[config.mk]
export PLATFORM = sky130hd
export DESIGN_NAME = dtr_top
export DESIGN_NICKNAME = d
export VERILOG_FILES = /design/src/dtr_seq.v /design/src/dtr_avg.v /design/src/dtr_top.v
export VERILOG_INCLUDE_DIRS = /design/src
export SDC_FILE = /design/constraint.sdc
export NUM_CORES = 1
export LEC_CHECK = 0
export BUFFER_PORTS_ARGS = -buffer_cell sky130_fd_sc_hd__buf_4
export CAP_MARGIN = 20
export CORE_MARGIN = 2
export CORE_UTILIZATION = 45
export CTS_CLUSTER_DIAMETER = 200
export DETAILED_ROUTE_END_ITERATION = 12
export PLACE_DENSITY = 0.67
export SLEW_MARGIN = 25
export SYNTH_ARGS = -nofsm -noshare
export SYNTH_HDL_FRONTEND = slang
export SYNTH_HIERARCHICAL = 1
export SYNTH_SLANG_ARGS = --single-unit
export TNS_END_PERCENT = 30
[constraint.sdc]
create_clock -name pclk -period 2.2 [get_ports pclk]
set_clock_uncertainty 0.2 [all_clocks]
set_input_delay 0.44 -clock pclk [delete_from_list [all_inputs] [get_ports pclk]]
set_output_delay 0.44 -clock pclk [all_outputs]
set_load 0.01 [all_outputs]
[src/dtr_regs.vh]
`ifndef DTR_REGS_VH
`define DTR_REGS_VH

// register indexes, byte address is four times the index
`define DTR_IDX_REM1 8'h25
`define DTR_IDX_LOCAL 8'h26
`define DTR_IDX_REM2 8'h27
`define DTR_IDX_EXT 8'h77
`define DTR_IDX_CFG 8'h7d
`define DTR_IDX_STAT 8'h7e
`define DTR_IDX_MSB 9
`define DTR_IDX_LSB 2

// configuration fields and reset value
`define DTR_CFG_FMT_BIT 0
`define DTR_CFG_RUN_BIT 1
`define DTR_CFG_RST 8'h02

// fraction bit positions inside the shared extension register
`define DTR_EXT_REM1_LSB 2
`define DTR_EXT_LOCAL_LSB 4
`define DTR_EXT_REM2_LSB 6

// status fields
`define DTR_STAT_FRZ_BIT 0
`define DTR_STAT_FLT_LSB 1
`define DTR_STAT_VLD_LSB 4

// result codes
`define DTR_TWOS_FAULT 8'h80
`define DTR_TWOS_MIN 8'h81
`define DTR_OFS_FAULT 8'h00
`define DTR_OFS_MIN 8'h01
`define DTR_OFS_MAX 8'hff
`define DTR_OFS_BIAS 9'h040

// channel and excitation codes
`define DTR_CH_LOCAL 2'h0
`define DTR_CH_REM1 2'h1
`define DTR_CH_REM2 2'h2
`define DTR_EXC_OFF 2'h0
`define DTR_EXC_BASE 2'h1
`define DTR_EXC_N1 2'h2
`define DTR_EXC_N2 2'h3

// averaging and timing
`define DTR_AVG_LAST 4'hf
`define DTR_CLK_NS 10
`define DTR_PHASE_NS 2000
`define DTR_PHASE_CYC ((`DTR_PHASE_NS + `DTR_CLK_NS - 1) / `DTR_CLK_NS)

`endif

[src/dtr_seq.v]
`timescale 1ns/10ps
`default_nettype none
`include "dtr_regs.vh"

module dtr_seq (
  input wire pclk,
  input wire presetn,
  input wire run,
  input wire adc_valid,
  output reg conv_start,
  output reg [1:0] chan_reg,
  output reg [1:0] exc_reg
);

  localparam [2:0] ST_IDLE = 3'd0;
  localparam [2:0] ST_BASE1 = 3'd1;
  localparam [2:0] ST_MULT1 = 3'd2;
  localparam [2:0] ST_BASE2 = 3'd3;
  localparam [2:0] ST_MULT2 = 3'd4;
  localparam [2:0] ST_CONV = 3'd5;
  localparam [2:0] ST_WAIT = 3'd6;
  localparam [15:0] PHASE_LAST = `DTR_PHASE_CYC - 1;

  reg [2:0] state_reg;
  reg [15:0] tmr_reg;
  wire tmr_done = (tmr_reg == PHASE_LAST);

  always @(posedge pclk or negedge presetn)
  begin
    if (!presetn)
    begin
      state_reg <= ST_IDLE;
      tmr_reg <= 16'h0000;
      conv_start <= 1'b0;
      chan_reg <= `DTR_CH_LOCAL;
      exc_reg <= `DTR_EXC_OFF;
    end
    else
    begin
      conv_start <= 1'b0;
      tmr_reg <= tmr_done ? 16'h0000 : tmr_reg + 16'h0001;
      case (state_reg)
        ST_IDLE:
        begin
          tmr_reg <= 16'h0000;
          if (run)
          begin
            state_reg <= (chan_reg == `DTR_CH_LOCAL) ? ST_CONV : ST_BASE1;
            exc_reg <= (chan_reg == `DTR_CH_LOCAL) ? `DTR_EXC_OFF : `DTR_EXC_BASE;
          end
        end
        // base, first multiple, base, second multiple
        ST_BASE1: if (tmr_done) begin state_reg <= ST_MULT1; exc_reg <= `DTR_EXC_N1; end // RULE9
        ST_MULT1: if (tmr_done) begin state_reg <= ST_BASE2; exc_reg <= `DTR_EXC_BASE; end // RULE9
        ST_BASE2: if (tmr_done) begin state_reg <= ST_MULT2; exc_reg <= `DTR_EXC_N2; end // RULE9
        ST_MULT2: if (tmr_done) begin state_reg <= ST_CONV; exc_reg <= `DTR_EXC_OFF; end // RULE9
        ST_CONV:
        begin
          conv_start <= 1'b1;
          state_reg <= ST_WAIT;
        end
        ST_WAIT:
        begin
          if (adc_valid)
          begin
            state_reg <= ST_IDLE;
            chan_reg <= (chan_reg == `DTR_CH_REM2) ? `DTR_CH_LOCAL : chan_reg + 2'h1;
          end
        end
        default: state_reg <= ST_IDLE;
      endcase
    end
  end

endmodule

`default_nettype wire

[src/dtr_avg.v]
`timescale 1ns/10ps
`default_nettype none
`include "dtr_regs.vh"

module dtr_avg (
  input wire pclk,
  input wire presetn,
  input wire adc_valid,
  input wire [1:0] chan,
  input wire [9:0] adc_data,
  input wire adc_fault,
  output wire [29:0] avg_bus,
  output wire [2:0] avg_fault,
  output wire [2:0] avg_stb
);

  genvar gi;
  generate
    for (gi = 0; gi < 3; gi = gi + 1)
    begin : g_ch
      localparam [1:0] CH = gi;
      reg [13:0] acc_reg;
      reg [3:0] cnt_reg;
      reg flt_reg;
      reg [9:0] out_reg;
      reg oflt_reg;
      reg stb_reg;
      wire hit = adc_valid && (chan == CH);
      wire [13:0] sum = acc_reg + {{4{adc_data[9]}}, adc_data};
      always @(posedge pclk or negedge presetn)
      begin
        if (!presetn)
        begin
          acc_reg <= 14'h0000;
          cnt_reg <= 4'h0;
          flt_reg <= 1'b0;
          out_reg <= 10'h000;
          oflt_reg <= 1'b0;
          stb_reg <= 1'b0;
        end
        else
        begin
          stb_reg <= 1'b0;
          if (hit)
          begin
            if (cnt_reg == `DTR_AVG_LAST)
            begin
              // sixteen samples summed, divide by sixteen
              out_reg <= sum[13:4]; // RULE10
              oflt_reg <= flt_reg | adc_fault;
              stb_reg <= 1'b1;
              acc_reg <= 14'h0000;
              flt_reg <= 1'b0;
              cnt_reg <= 4'h0;
            end
            else
            begin
              acc_reg <= sum; // RULE10
              flt_reg <= flt_reg | adc_fault;
              cnt_reg <= cnt_reg + 4'h1;
            end
          end
        end
      end
      assign avg_bus[gi*10 +: 10] = out_reg;
      assign avg_fault[gi] = oflt_reg;
      assign avg_stb[gi] = stb_reg;
    end
  endgenerate

endmodule

`default_nettype wire

[src/dtr_top.v]
`timescale 1ns/10ps
`default_nettype none
`include "dtr_regs.vh"

// Behaviour
// RULE1: ten-bit converter, quarter degree resolution
// RULE2: local integer byte at index 0x26
// RULE3: offset-64 or twos complement selectable
// RULE4: twos complement integer, 0x80 means fault
// RULE5: offset-64 byte is degrees plus 64, zero faults
// RULE6: offset-64 spans -64 to +191 degrees; the code gives -63 (0x01) to +127 (0xbf)
// RULE7: quarter-degree bits in shared register 0x77
// RULE8: remote results ten-bit twos complement
// RULE9: excite base/N1, then base/N2 per measurement
// RULE10: average sixteen measurements before update
// RULE11: reading 0x77 freezes results until all read
// RULE12: one format for all, applied at write
module dtr_top (
  input wire pclk,
  input wire presetn,
  input wire psel,
  input wire penable,
  input wire pwrite,
  input wire [11:0] paddr,
  input wire [31:0] pwdata,
  output reg [31:0] prdata,
  output wire pready,
  output wire pslverr,
  output wire conv_start,
  output wire [1:0] conv_chan,
  output wire [1:0] exc_sel,
  input wire adc_valid,
  input wire [9:0] adc_data,
  input wire adc_fault
);

  // averaged converter output, one per sixteen conversions of a channel
  wire [29:0] avg_bus;
  wire [2:0] avg_fault;
  wire [2:0] avg_stb;

  reg [7:0] cfg_reg;
  wire [2:0] pend_bus;
  wire [23:0] int_bus;
  wire [5:0] frac_bus;
  wire [2:0] flt_bus;
  wire [2:0] seen_bus;

  wire fmt_ofs = cfg_reg[`DTR_CFG_FMT_BIT];
  wire run = cfg_reg[`DTR_CFG_RUN_BIT];

  dtr_seq u_seq (
    .pclk(pclk),
    .presetn(presetn),
    .run(run),
    .adc_valid(adc_valid),
    .conv_start(conv_start),
    .chan_reg(conv_chan),
    .exc_reg(exc_sel)
  );

  dtr_avg u_avg (
    .pclk(pclk),
    .presetn(presetn),
    .adc_valid(adc_valid),
    .chan(conv_chan),
    .adc_data(adc_data),
    .adc_fault(adc_fault),
    .avg_bus(avg_bus),
    .avg_fault(avg_fault),
    .avg_stb(avg_stb)
  );

  // apb decode
  wire [7:0] idx = paddr[`DTR_IDX_MSB:`DTR_IDX_LSB];
  wire setup_ph = psel && !penable;
  wire setup_rd = setup_ph && !pwrite;
  wire acc_ph = psel && penable;
  wire acc_rd = acc_ph && !pwrite;
  wire hit_rem1 = (idx == `DTR_IDX_REM1);
  wire hit_local = (idx == `DTR_IDX_LOCAL);
  wire hit_rem2 = (idx == `DTR_IDX_REM2);
  wire hit_ext = (idx == `DTR_IDX_EXT);
  wire hit_cfg = (idx == `DTR_IDX_CFG);
  wire hit_stat = (idx == `DTR_IDX_STAT);
  wire hit_res = hit_rem1 | hit_local | hit_rem2;
  wire hit_ro = hit_res | hit_ext | hit_stat;
  wire aligned = (paddr[`DTR_IDX_LSB-1:0] == 2'h0);
  wire in_page = (paddr[11:`DTR_IDX_MSB+1] == 2'h0);
  wire mapped = (hit_ro | hit_cfg) && aligned && in_page;
  wire ro_write = pwrite && hit_ro;
  wire bad = !mapped || ro_write;

  assign pready = acc_ph;
  assign pslverr = acc_ph && bad;

  // twos complement form, 0x80 kept for a faulty diode
  function [9:0] twos_fn;
    input [9:0] raw;
    input flt;
    begin
      if (flt)
        twos_fn = {`DTR_TWOS_FAULT, 2'h0}; // RULE4
      else if (raw[9:2] == `DTR_TWOS_FAULT)
        twos_fn = {`DTR_TWOS_MIN, 2'h0}; // RULE4
      else
        twos_fn = raw; // RULE4 RULE8
    end
  endfunction

  // offset-64 form, all zeros kept for a faulty diode
  function [9:0] ofs_fn;
    input [9:0] raw;
    input flt;
    reg [8:0] biased;
    begin
      biased = {raw[9], raw[9:2]} + `DTR_OFS_BIAS;
      if (flt)
        ofs_fn = {`DTR_OFS_FAULT, 2'h0}; // RULE5
      else if (biased[8] || (biased[7:0] == `DTR_OFS_FAULT))
        ofs_fn = {`DTR_OFS_MIN, 2'h0}; // RULE6
      else
        ofs_fn = {biased[7:0], raw[1:0]}; // RULE5 RULE6
    end
  endfunction

  // one format for every channel, applied where the result registers load
  function [9:0] fmt_fn;
    input [9:0] raw;
    input flt;
    input ofs;
    begin
      if (ofs)
        fmt_fn = ofs_fn(raw, flt); // RULE3
      else
        fmt_fn = twos_fn(raw, flt); // RULE3
    end
  endfunction

  // freeze tracking: fraction read arms, channel reads release
  wire arm = setup_rd && hit_ext && mapped;
  wire [2:0] rd_ch;
  assign rd_ch[`DTR_CH_LOCAL] = acc_rd && hit_local && mapped;
  assign rd_ch[`DTR_CH_REM1] = acc_rd && hit_rem1 && mapped;
  assign rd_ch[`DTR_CH_REM2] = acc_rd && hit_rem2 && mapped;

  // also holds at the setup edge of the arming read
  wire frozen = (pend_bus != 3'h0) || arm; // RULE11

  // per channel result path, slice index is the channel code
  genvar gi;
  generate
    for (gi = 0; gi < 3; gi = gi + 1)
    begin : g_res
      reg [9:0] raw_reg;
      reg flt_reg;
      reg seen_reg;
      reg [7:0] int_reg;
      reg [1:0] frac_reg;
      reg pend_reg;
      wire [9:0] fmt = fmt_fn(raw_reg, flt_reg, fmt_ofs); // RULE3 RULE12
      always @(posedge pclk or negedge presetn)
      begin
        if (!presetn)
        begin
          raw_reg <= 10'h000;
          flt_reg <= 1'b0;
          seen_reg <= 1'b0;
        end
        else if (avg_stb[gi])
        begin
          // ten-bit averaged converter result
          raw_reg <= avg_bus[gi*10 +: 10]; // RULE1 RULE8 RULE10
          flt_reg <= avg_fault[gi];
          seen_reg <= 1'b1;
        end
      end
      always @(posedge pclk or negedge presetn)
      begin
        if (!presetn)
        begin
          int_reg <= 8'h00;
          frac_reg <= 2'h0;
        end
        else if (!frozen)
        begin
          int_reg <= fmt[9:2]; // RULE2 RULE8 RULE11
          frac_reg <= fmt[1:0]; // RULE7 RULE11
        end
      end
      always @(posedge pclk or negedge presetn)
      begin
        if (!presetn)
          pend_reg <= 1'b0;
        else if (arm)
          pend_reg <= 1'b1; // RULE11
        else if (rd_ch[gi])
          pend_reg <= 1'b0; // RULE11
      end
      assign int_bus[gi*8 +: 8] = int_reg;
      assign frac_bus[gi*2 +: 2] = frac_reg;
      assign flt_bus[gi] = flt_reg;
      assign seen_bus[gi] = seen_reg;
      assign pend_bus[gi] = pend_reg;
    end
  endgenerate

  // named views of the channel slices
  wire [7:0] int_local = int_bus[8*`DTR_CH_LOCAL +: 8];
  wire [7:0] int_rem1 = int_bus[8*`DTR_CH_REM1 +: 8];
  wire [7:0] int_rem2 = int_bus[8*`DTR_CH_REM2 +: 8];
  wire [1:0] frac_local = frac_bus[2*`DTR_CH_LOCAL +: 2];
  wire [1:0] frac_rem1 = frac_bus[2*`DTR_CH_REM1 +: 2];
  wire [1:0] frac_rem2 = frac_bus[2*`DTR_CH_REM2 +: 2];
  wire flt_local = flt_bus[`DTR_CH_LOCAL];
  wire flt_rem1 = flt_bus[`DTR_CH_REM1];
  wire flt_rem2 = flt_bus[`DTR_CH_REM2];
  wire seen_local = seen_bus[`DTR_CH_LOCAL];
  wire seen_rem1 = seen_bus[`DTR_CH_REM1];
  wire seen_rem2 = seen_bus[`DTR_CH_REM2];

  // shared fraction register, one bit pair per channel
  reg [7:0] ext_val;

  always @*
  begin
    ext_val = 8'h00;
    ext_val[`DTR_EXT_REM1_LSB +: 2] = frac_rem1; // RULE7
    ext_val[`DTR_EXT_LOCAL_LSB +: 2] = frac_local; // RULE7
    ext_val[`DTR_EXT_REM2_LSB +: 2] = frac_rem2; // RULE7
  end

  // status: frozen flag, then fault and have-result bits in address order
  reg [7:0] stat_val;

  always @*
  begin
    stat_val = 8'h00;
    stat_val[`DTR_STAT_FRZ_BIT] = frozen;
    stat_val[`DTR_STAT_FLT_LSB +: 3] = {flt_rem2, flt_local, flt_rem1};
    stat_val[`DTR_STAT_VLD_LSB +: 3] = {seen_rem2, seen_local, seen_rem1};
  end

  reg [7:0] rd_mux;

  always @*
  begin
    case (idx)
      `DTR_IDX_REM1: rd_mux = int_rem1; // RULE8
      `DTR_IDX_LOCAL: rd_mux = int_local; // RULE2
      `DTR_IDX_REM2: rd_mux = int_rem2; // RULE8
      `DTR_IDX_EXT: rd_mux = ext_val; // RULE7
      `DTR_IDX_CFG: rd_mux = cfg_reg;
      `DTR_IDX_STAT: rd_mux = stat_val;
      default: rd_mux = 8'h00;
    endcase
  end

  // read data captured in the setup cycle, held through the access phase
  always @(posedge pclk or negedge presetn)
  begin
    if (!presetn)
      prdata <= 32'h0000_0000;
    else if (setup_rd)
      prdata <= mapped ? {24'h00_0000, rd_mux} : 32'h0000_0000;
  end

  // configuration write
  always @(posedge pclk or negedge presetn)
  begin
    if (!presetn)
      cfg_reg <= `DTR_CFG_RST;
    else if (acc_ph && pwrite && !bad && hit_cfg)
      cfg_reg <= {6'h00, pwdata[`DTR_CFG_RUN_BIT:`DTR_CFG_FMT_BIT]}; // RULE3 RULE12
  end

endmodule

`default_nettype wire

-- Word level (Yosys, flattened, before mapping)
Cells that the tools add are included.
- register bits: 220
- bits in latches: 0
- RAM bits: 0
- bits in read-only memories: 0
- input port bits: 61
- output and inout port bits: 39
- logic and storage cells: 195
- memories kept: 0
- $add $sub $neg: 11
- multipliers: 0
- divide/modulo/power cells: 0
- magnitude comparators: 0
- equality and inequality tests: 27
- shift-type cells: 0
- mux-type cells: 57
- bitwise logic cells: 8
- reduce and logical (&&, ||, !) cells: 49
- operator list (cell ; number):
    $mux 10 ; 15
    $pmux 8 s6 ; 1
    $add 14x14->14 ; 3
    $mux 14 ; 3
    $mux 16 ; 2
    $add 8x8->9 const B ; 3
    $eq 8x6->1 const B ; 3
    $eq 8x7->1 const B ; 3
    $eq 8x8->1 const B ; 3
    $logic_not 8->1 ; 3
    $logic_and 1x1->1 ; 22
    $mux 3 ; 7
    $pmux 3 s7 ; 1
    $mux 1 ; 17
    $add 16x1->16 const B ; 1
    $eq 16x8->1 const B ; 1
    $add 4x1->4 const B ; 3
    $eq 4x4->1 const B ; 3
    $mux 2 ; 6
    $mux 4 ; 3
    $reduce_and 6->1 ; 2
    $pmux 2 s5 ; 1
    $eq 3x3->1 const B ; 3
    $mux 8 ; 1
    16 further kinds ; 42

-- Longest topological paths before layout
- depth after elaboration: 13
- depth in mapped cells: 9
- depth with buffers taken out: 9

-- Hierarchy
The synthesis kept the hierarchy.
- modules (own cells, without submodules) (module ; instances ; cells an instance ; area an instance (um2)):
    dtr_avg ; 1 ; 564 ; 5390.2
    dtr_top ; 1 ; 382 ; 4056.4
    dtr_seq ; 1 ; 136 ; 1258.7

-- Least setup slack after synthesis
Ideal clock, no wire load.
- kind: input to register
- start: input adc_data[0]
- end: register u_avg.g_ch[0].acc_reg[12]
- library setup time: 96 ps
- arrival: 2144 ps
- data required time: 1904 ps
- path slack: -239 ps
- cell stages on the path: 9
- buffers on the path: 0
- path through: ha_1 inv_1 fa_1 nand2b_1 a21oi_1 o31a_1 or4_1 and3_1 o31ai_1
- longest elaborated chain between the ends: 2
- RTL lines (what ; RTL line ; source):
    from (decl) ; dtr_top.v:33 ; input wire [9:0] adc_data,
    $add 14x14->14 ; dtr_avg.v:29 ; wire [13:0] sum = acc_reg + {{4{adc_data[9]}}, adc_data};
    $mux 14 ; dtr_avg.v:46 ; if (cnt_reg == `DTR_AVG_LAST)
    to (signal assigned) ; dtr_avg.v:58 ; acc_reg <= sum;
    to (decl) ; dtr_avg.v:22 ; reg [13:0] acc_reg;
Every way passes these cells.
A chain may end at the register's enable or synchronous reset.

-- Worst setup path in the final report
- start: register u_avg.g_ch[0].acc_reg[0]
- end: register u_avg.g_ch[0].out_reg[8]
- longest elaborated chain between the ends: 1
- RTL lines (what ; RTL line ; source):
    $add 14x14->14 ; dtr_avg.v:29 ;
    to (signal assigned) ; dtr_avg.v:49 ; out_reg <= sum[13:4];
    to (decl) ; dtr_avg.v:25 ; reg [9:0] out_reg;
Every way passes these cells.

==> impl_metrics.py <==
metrics = {
    "outcome": {
        "violations": "negative setup slack",
        "status": "finished, violations left",
    },
    "synthesis": {
        "synth_area_leader_cell": "dfrtp_1",
        "synth_compound_area_share_pct": 18.21,
        "ys_types": 76,
        "muxShareOfSynthArea_pct": 5.131,
        "synth_area_leaders": "dfrtp_1, nand2_1, ha_1",
        "synth-simple-area-share_pct": 17.34,
        "synth_area_per_cell_um2": 9.894,
        "synthAdderAreaFrac_pct": 5.587,
        "synth_area_um2": 10710,
        "synth_top_family_by_area": "compound AO/OA/AOI/OAI gates",
        "synth_flop_cell": "dfrtp_1",
        "ys_warn_count": 6,
        "ys_seq_area_share_pct": 45.83,
        "synth-seq-cells": 196,
        "syn_inst": 1082,
        "synth_edf_count": 0,
        "synthArstFlopShare_pct": 100.0,
        "synth_xor_area_share_pct": 3.401,
        "synth_top_area_share_pct": 45.58,
    },
    "sta": {
        "hold_viol_final": 0,
        "maxSlewHeadroom_pct": 50.65,
        "rsz0062_at_grt": "true",
        "tightest_slew_ps": 737.5,
        "holdWs_ps": 42.77,
        "fin_crit_sh_pct": 111.5,
        "maxSlewViolCount": 0,
        "finalWorstSetupSlack_ps": -252.0,
        "fin_crit_ps": 2452,
        "setup_violations": 21,
        "fmax_ghz": 0.4078,
    },
    "power_and_ir_drop": {
        "leakage_nw": 6.374,
        "vdd_ir_drop_max_mv": 0.7261,
        "p_per_area_nw_per_um2": 1065,
        "report.power.total_mw": 14.69,
    },
    "final_layout": {
        "largest_reg_flops": 42,
        "nNetsFinal": 1383,
        "mostFrequentLayoutCell": "buf_4",
        "fillerInstances": 1997,
        "syn2layout_area_growth_pct": 28.82,
        "ff_latch_area_um2": 4906,
        "final_cell_mix": "buf_4, dfrtp_1, nand2_1, nor2_1",
        "multi_input_area_um2": 6053,
        "n_antenna_cell": 0,
        "drive_above_1_share_pct": 31.73,
        "final_core_util_pct": 58.93,
    },
    "routing": {
        "viasPerCell": 5.534,
        "routed_wl_mm": 26.57,
        "drc": 0,
        "vias": 8898,
        "wl_per_cell_um": 16.53,
        "initialDrtViolationCount": 512,
        "drt_pre_antenna_iters": 5,
        "postRouteAntennaNets": 0,
    },
    "cts": {
        "cts.htree.levels": 4,
        "clock-root-buffer": "clkbuf_16",
        "clock_path_buffers": 2,
        "cts_buffers": 17,
        "insertion_delay_ps": 440,
        "cts_sinks": 196,
        "cts_tree": "yes",
        "clk_pin_slew_ps": 70,
    },
    "die": {
        "fp.dieH_um": 158.2,
        "initial_core_util_pct": 45.74,
        "dieArea_um2": 25040,
        "die_x_um": 158.2,
        "fp-row-count": 56,
        "core-area_um2": 23400,
        "num_io_pins": 100,
    },
    "placed_design": {
        "dpl.hpwl_mm": 18.91,
        "portBuffers": 45,
        "place.gp.congestion": 0.9381,
        "place_ws_ps": -472.8,
    },
    "grt": {
        "antenna_found_initial": 0,
        "grt.overflow.total": 0,
        "grt_max_degree": 52,
        "grt_pass1_wl_mm": 42.92,
        "grt_usage_pct": 21.63,
        "grt_pass1_vias": 8640,
    },
    "worst_hold_path": {
        "hold_path_class": "primary input to register",
    },
    "critical_path": {
        "cp_data_required_time_ps": 2340,
        "cp_max_fo": 3,
        "end_kind": "register",
        "cp-start-kind": "register",
        "path_class": "register to register",
        "cp.arrival_ps": 2600,
    },
    "run": {
        "cap_violations": 0,
    },
}
==> area by class of cell <==
cell class | instances | area share (%)
clock buffers | 19 | 3.212
clock inverters | 13 | 1.034
inverters | 26 | 0.7077
multi-input cells | 817 | 43.89
flip-flops and latches | 196 | 35.57
well taps | 319 | 2.894
repair buffers | 218 | 12.68
==> report_power, final <==
part | total [mW] | switching [mW] | internal, mW
clock network | 3.12 | 1.48 | 1.64
logic | 6.68 | 3.32 | 3.36
registers | 4.90 | 0.611 | 4.29
==> stage by stage <==
stage / instance area, um^2 / setup TNS (ps) / std cells
2_1_floorplan: 10860 / -975.1 / 1105
3_3_place_gp: 12500 / -20200 / 1559
3_5_place_dp: 12500 / -22530 / 1559
4_1_cts: 13360 / -1310 / 1598
5_1_grt: 13790 / -4203 / 1608
6_report: 13790 / -1804 / 1608
==> cell usage after synthesis, types with 4 or more instances <==
cell	instances
nand2_1	150
xor2_1	13
and3_1	8
a211oi_1	26
ha_1	43
nor2_1	77
a21o_1	14
o41ai_1	7
nand4b_1	4
a22o_1	41
nor4_1	7
nand4_1	13
o31ai_1	18
o21ai_0	70
o211ai_1	4
a21oi_1	39
nand3b_1	9
inv_1	24
nand3_1	22
or2_2	6
xnor2_1	26
o21bai_1	5
nor4b_1	4
a31oi_1	6
clkbuf_1	28
o32ai_1	4
dfrtp_1	195
a32o_1	7
buf_2	4
or3b_2	7
nor3b_1	4
o21a_1	11
or4_1	5
buf_4	30
o22ai_1	4
nor3_1	22
or3_1	7
mux2_2	47
nand2b_1	14
==> critical path: stages, from the launching register on <==
cell and delay (ps):
dfrtp_1 410, ha_4 170, inv_2 50, fa_2 190, nand2b_4 140, a21oi_4 60, o31a_1 290, or4_4 500
and3_4 170, o31ai_1 180
==> kinds of logic (layout without fill, tap and decap cells) <==
family          Yosys count  after routing
compound gates          280            280
xor+xnor                 40             40
simple gates            378            378
other cells               1             24
mux                      49             49
flops                   196            196
buf+inv                  92            276
fa+ha+maj                46             46
==> routing by layer <==
metal	wire length, um	GRT usage, %
met5	0	0
met4	483	7.079
met3	1131	3.367
met2	12800	35.05
met1	12160	29.83
==> worst paths after layout <==
kind	start	to	slack, ps	depth (start not counted)
worst max-delay path	u_avg/g_ch[0].acc_reg[0]	u_avg/g_ch[0].out_reg[8]	-250	9
worst min-delay path	pwdata[1]	cfg_reg[1]	40	2
worst max register to register	u_avg/g_ch[0].acc_reg[0]	u_avg/g_ch[0].out_reg[8]	-250	9
worst min register to register	u_avg/g_ch[1].out_reg[1]	u_avg/g_ch[1].out_reg[1]	280	2
max in group asynchronous	presetn	flt_rem2	870	3
min in group asynchronous	presetn	u_seq/tmr_reg[12]	320	2
==> repair_timing <==
item,CTS,global route
endpoints found under the setup margin,39,56
setup buffers,6,10
resized for setup,44,76
endpoints found under the hold margin,44,0
pin swaps,23,35
hold buffers,1,0
Power figures use the tool's default switching activity.
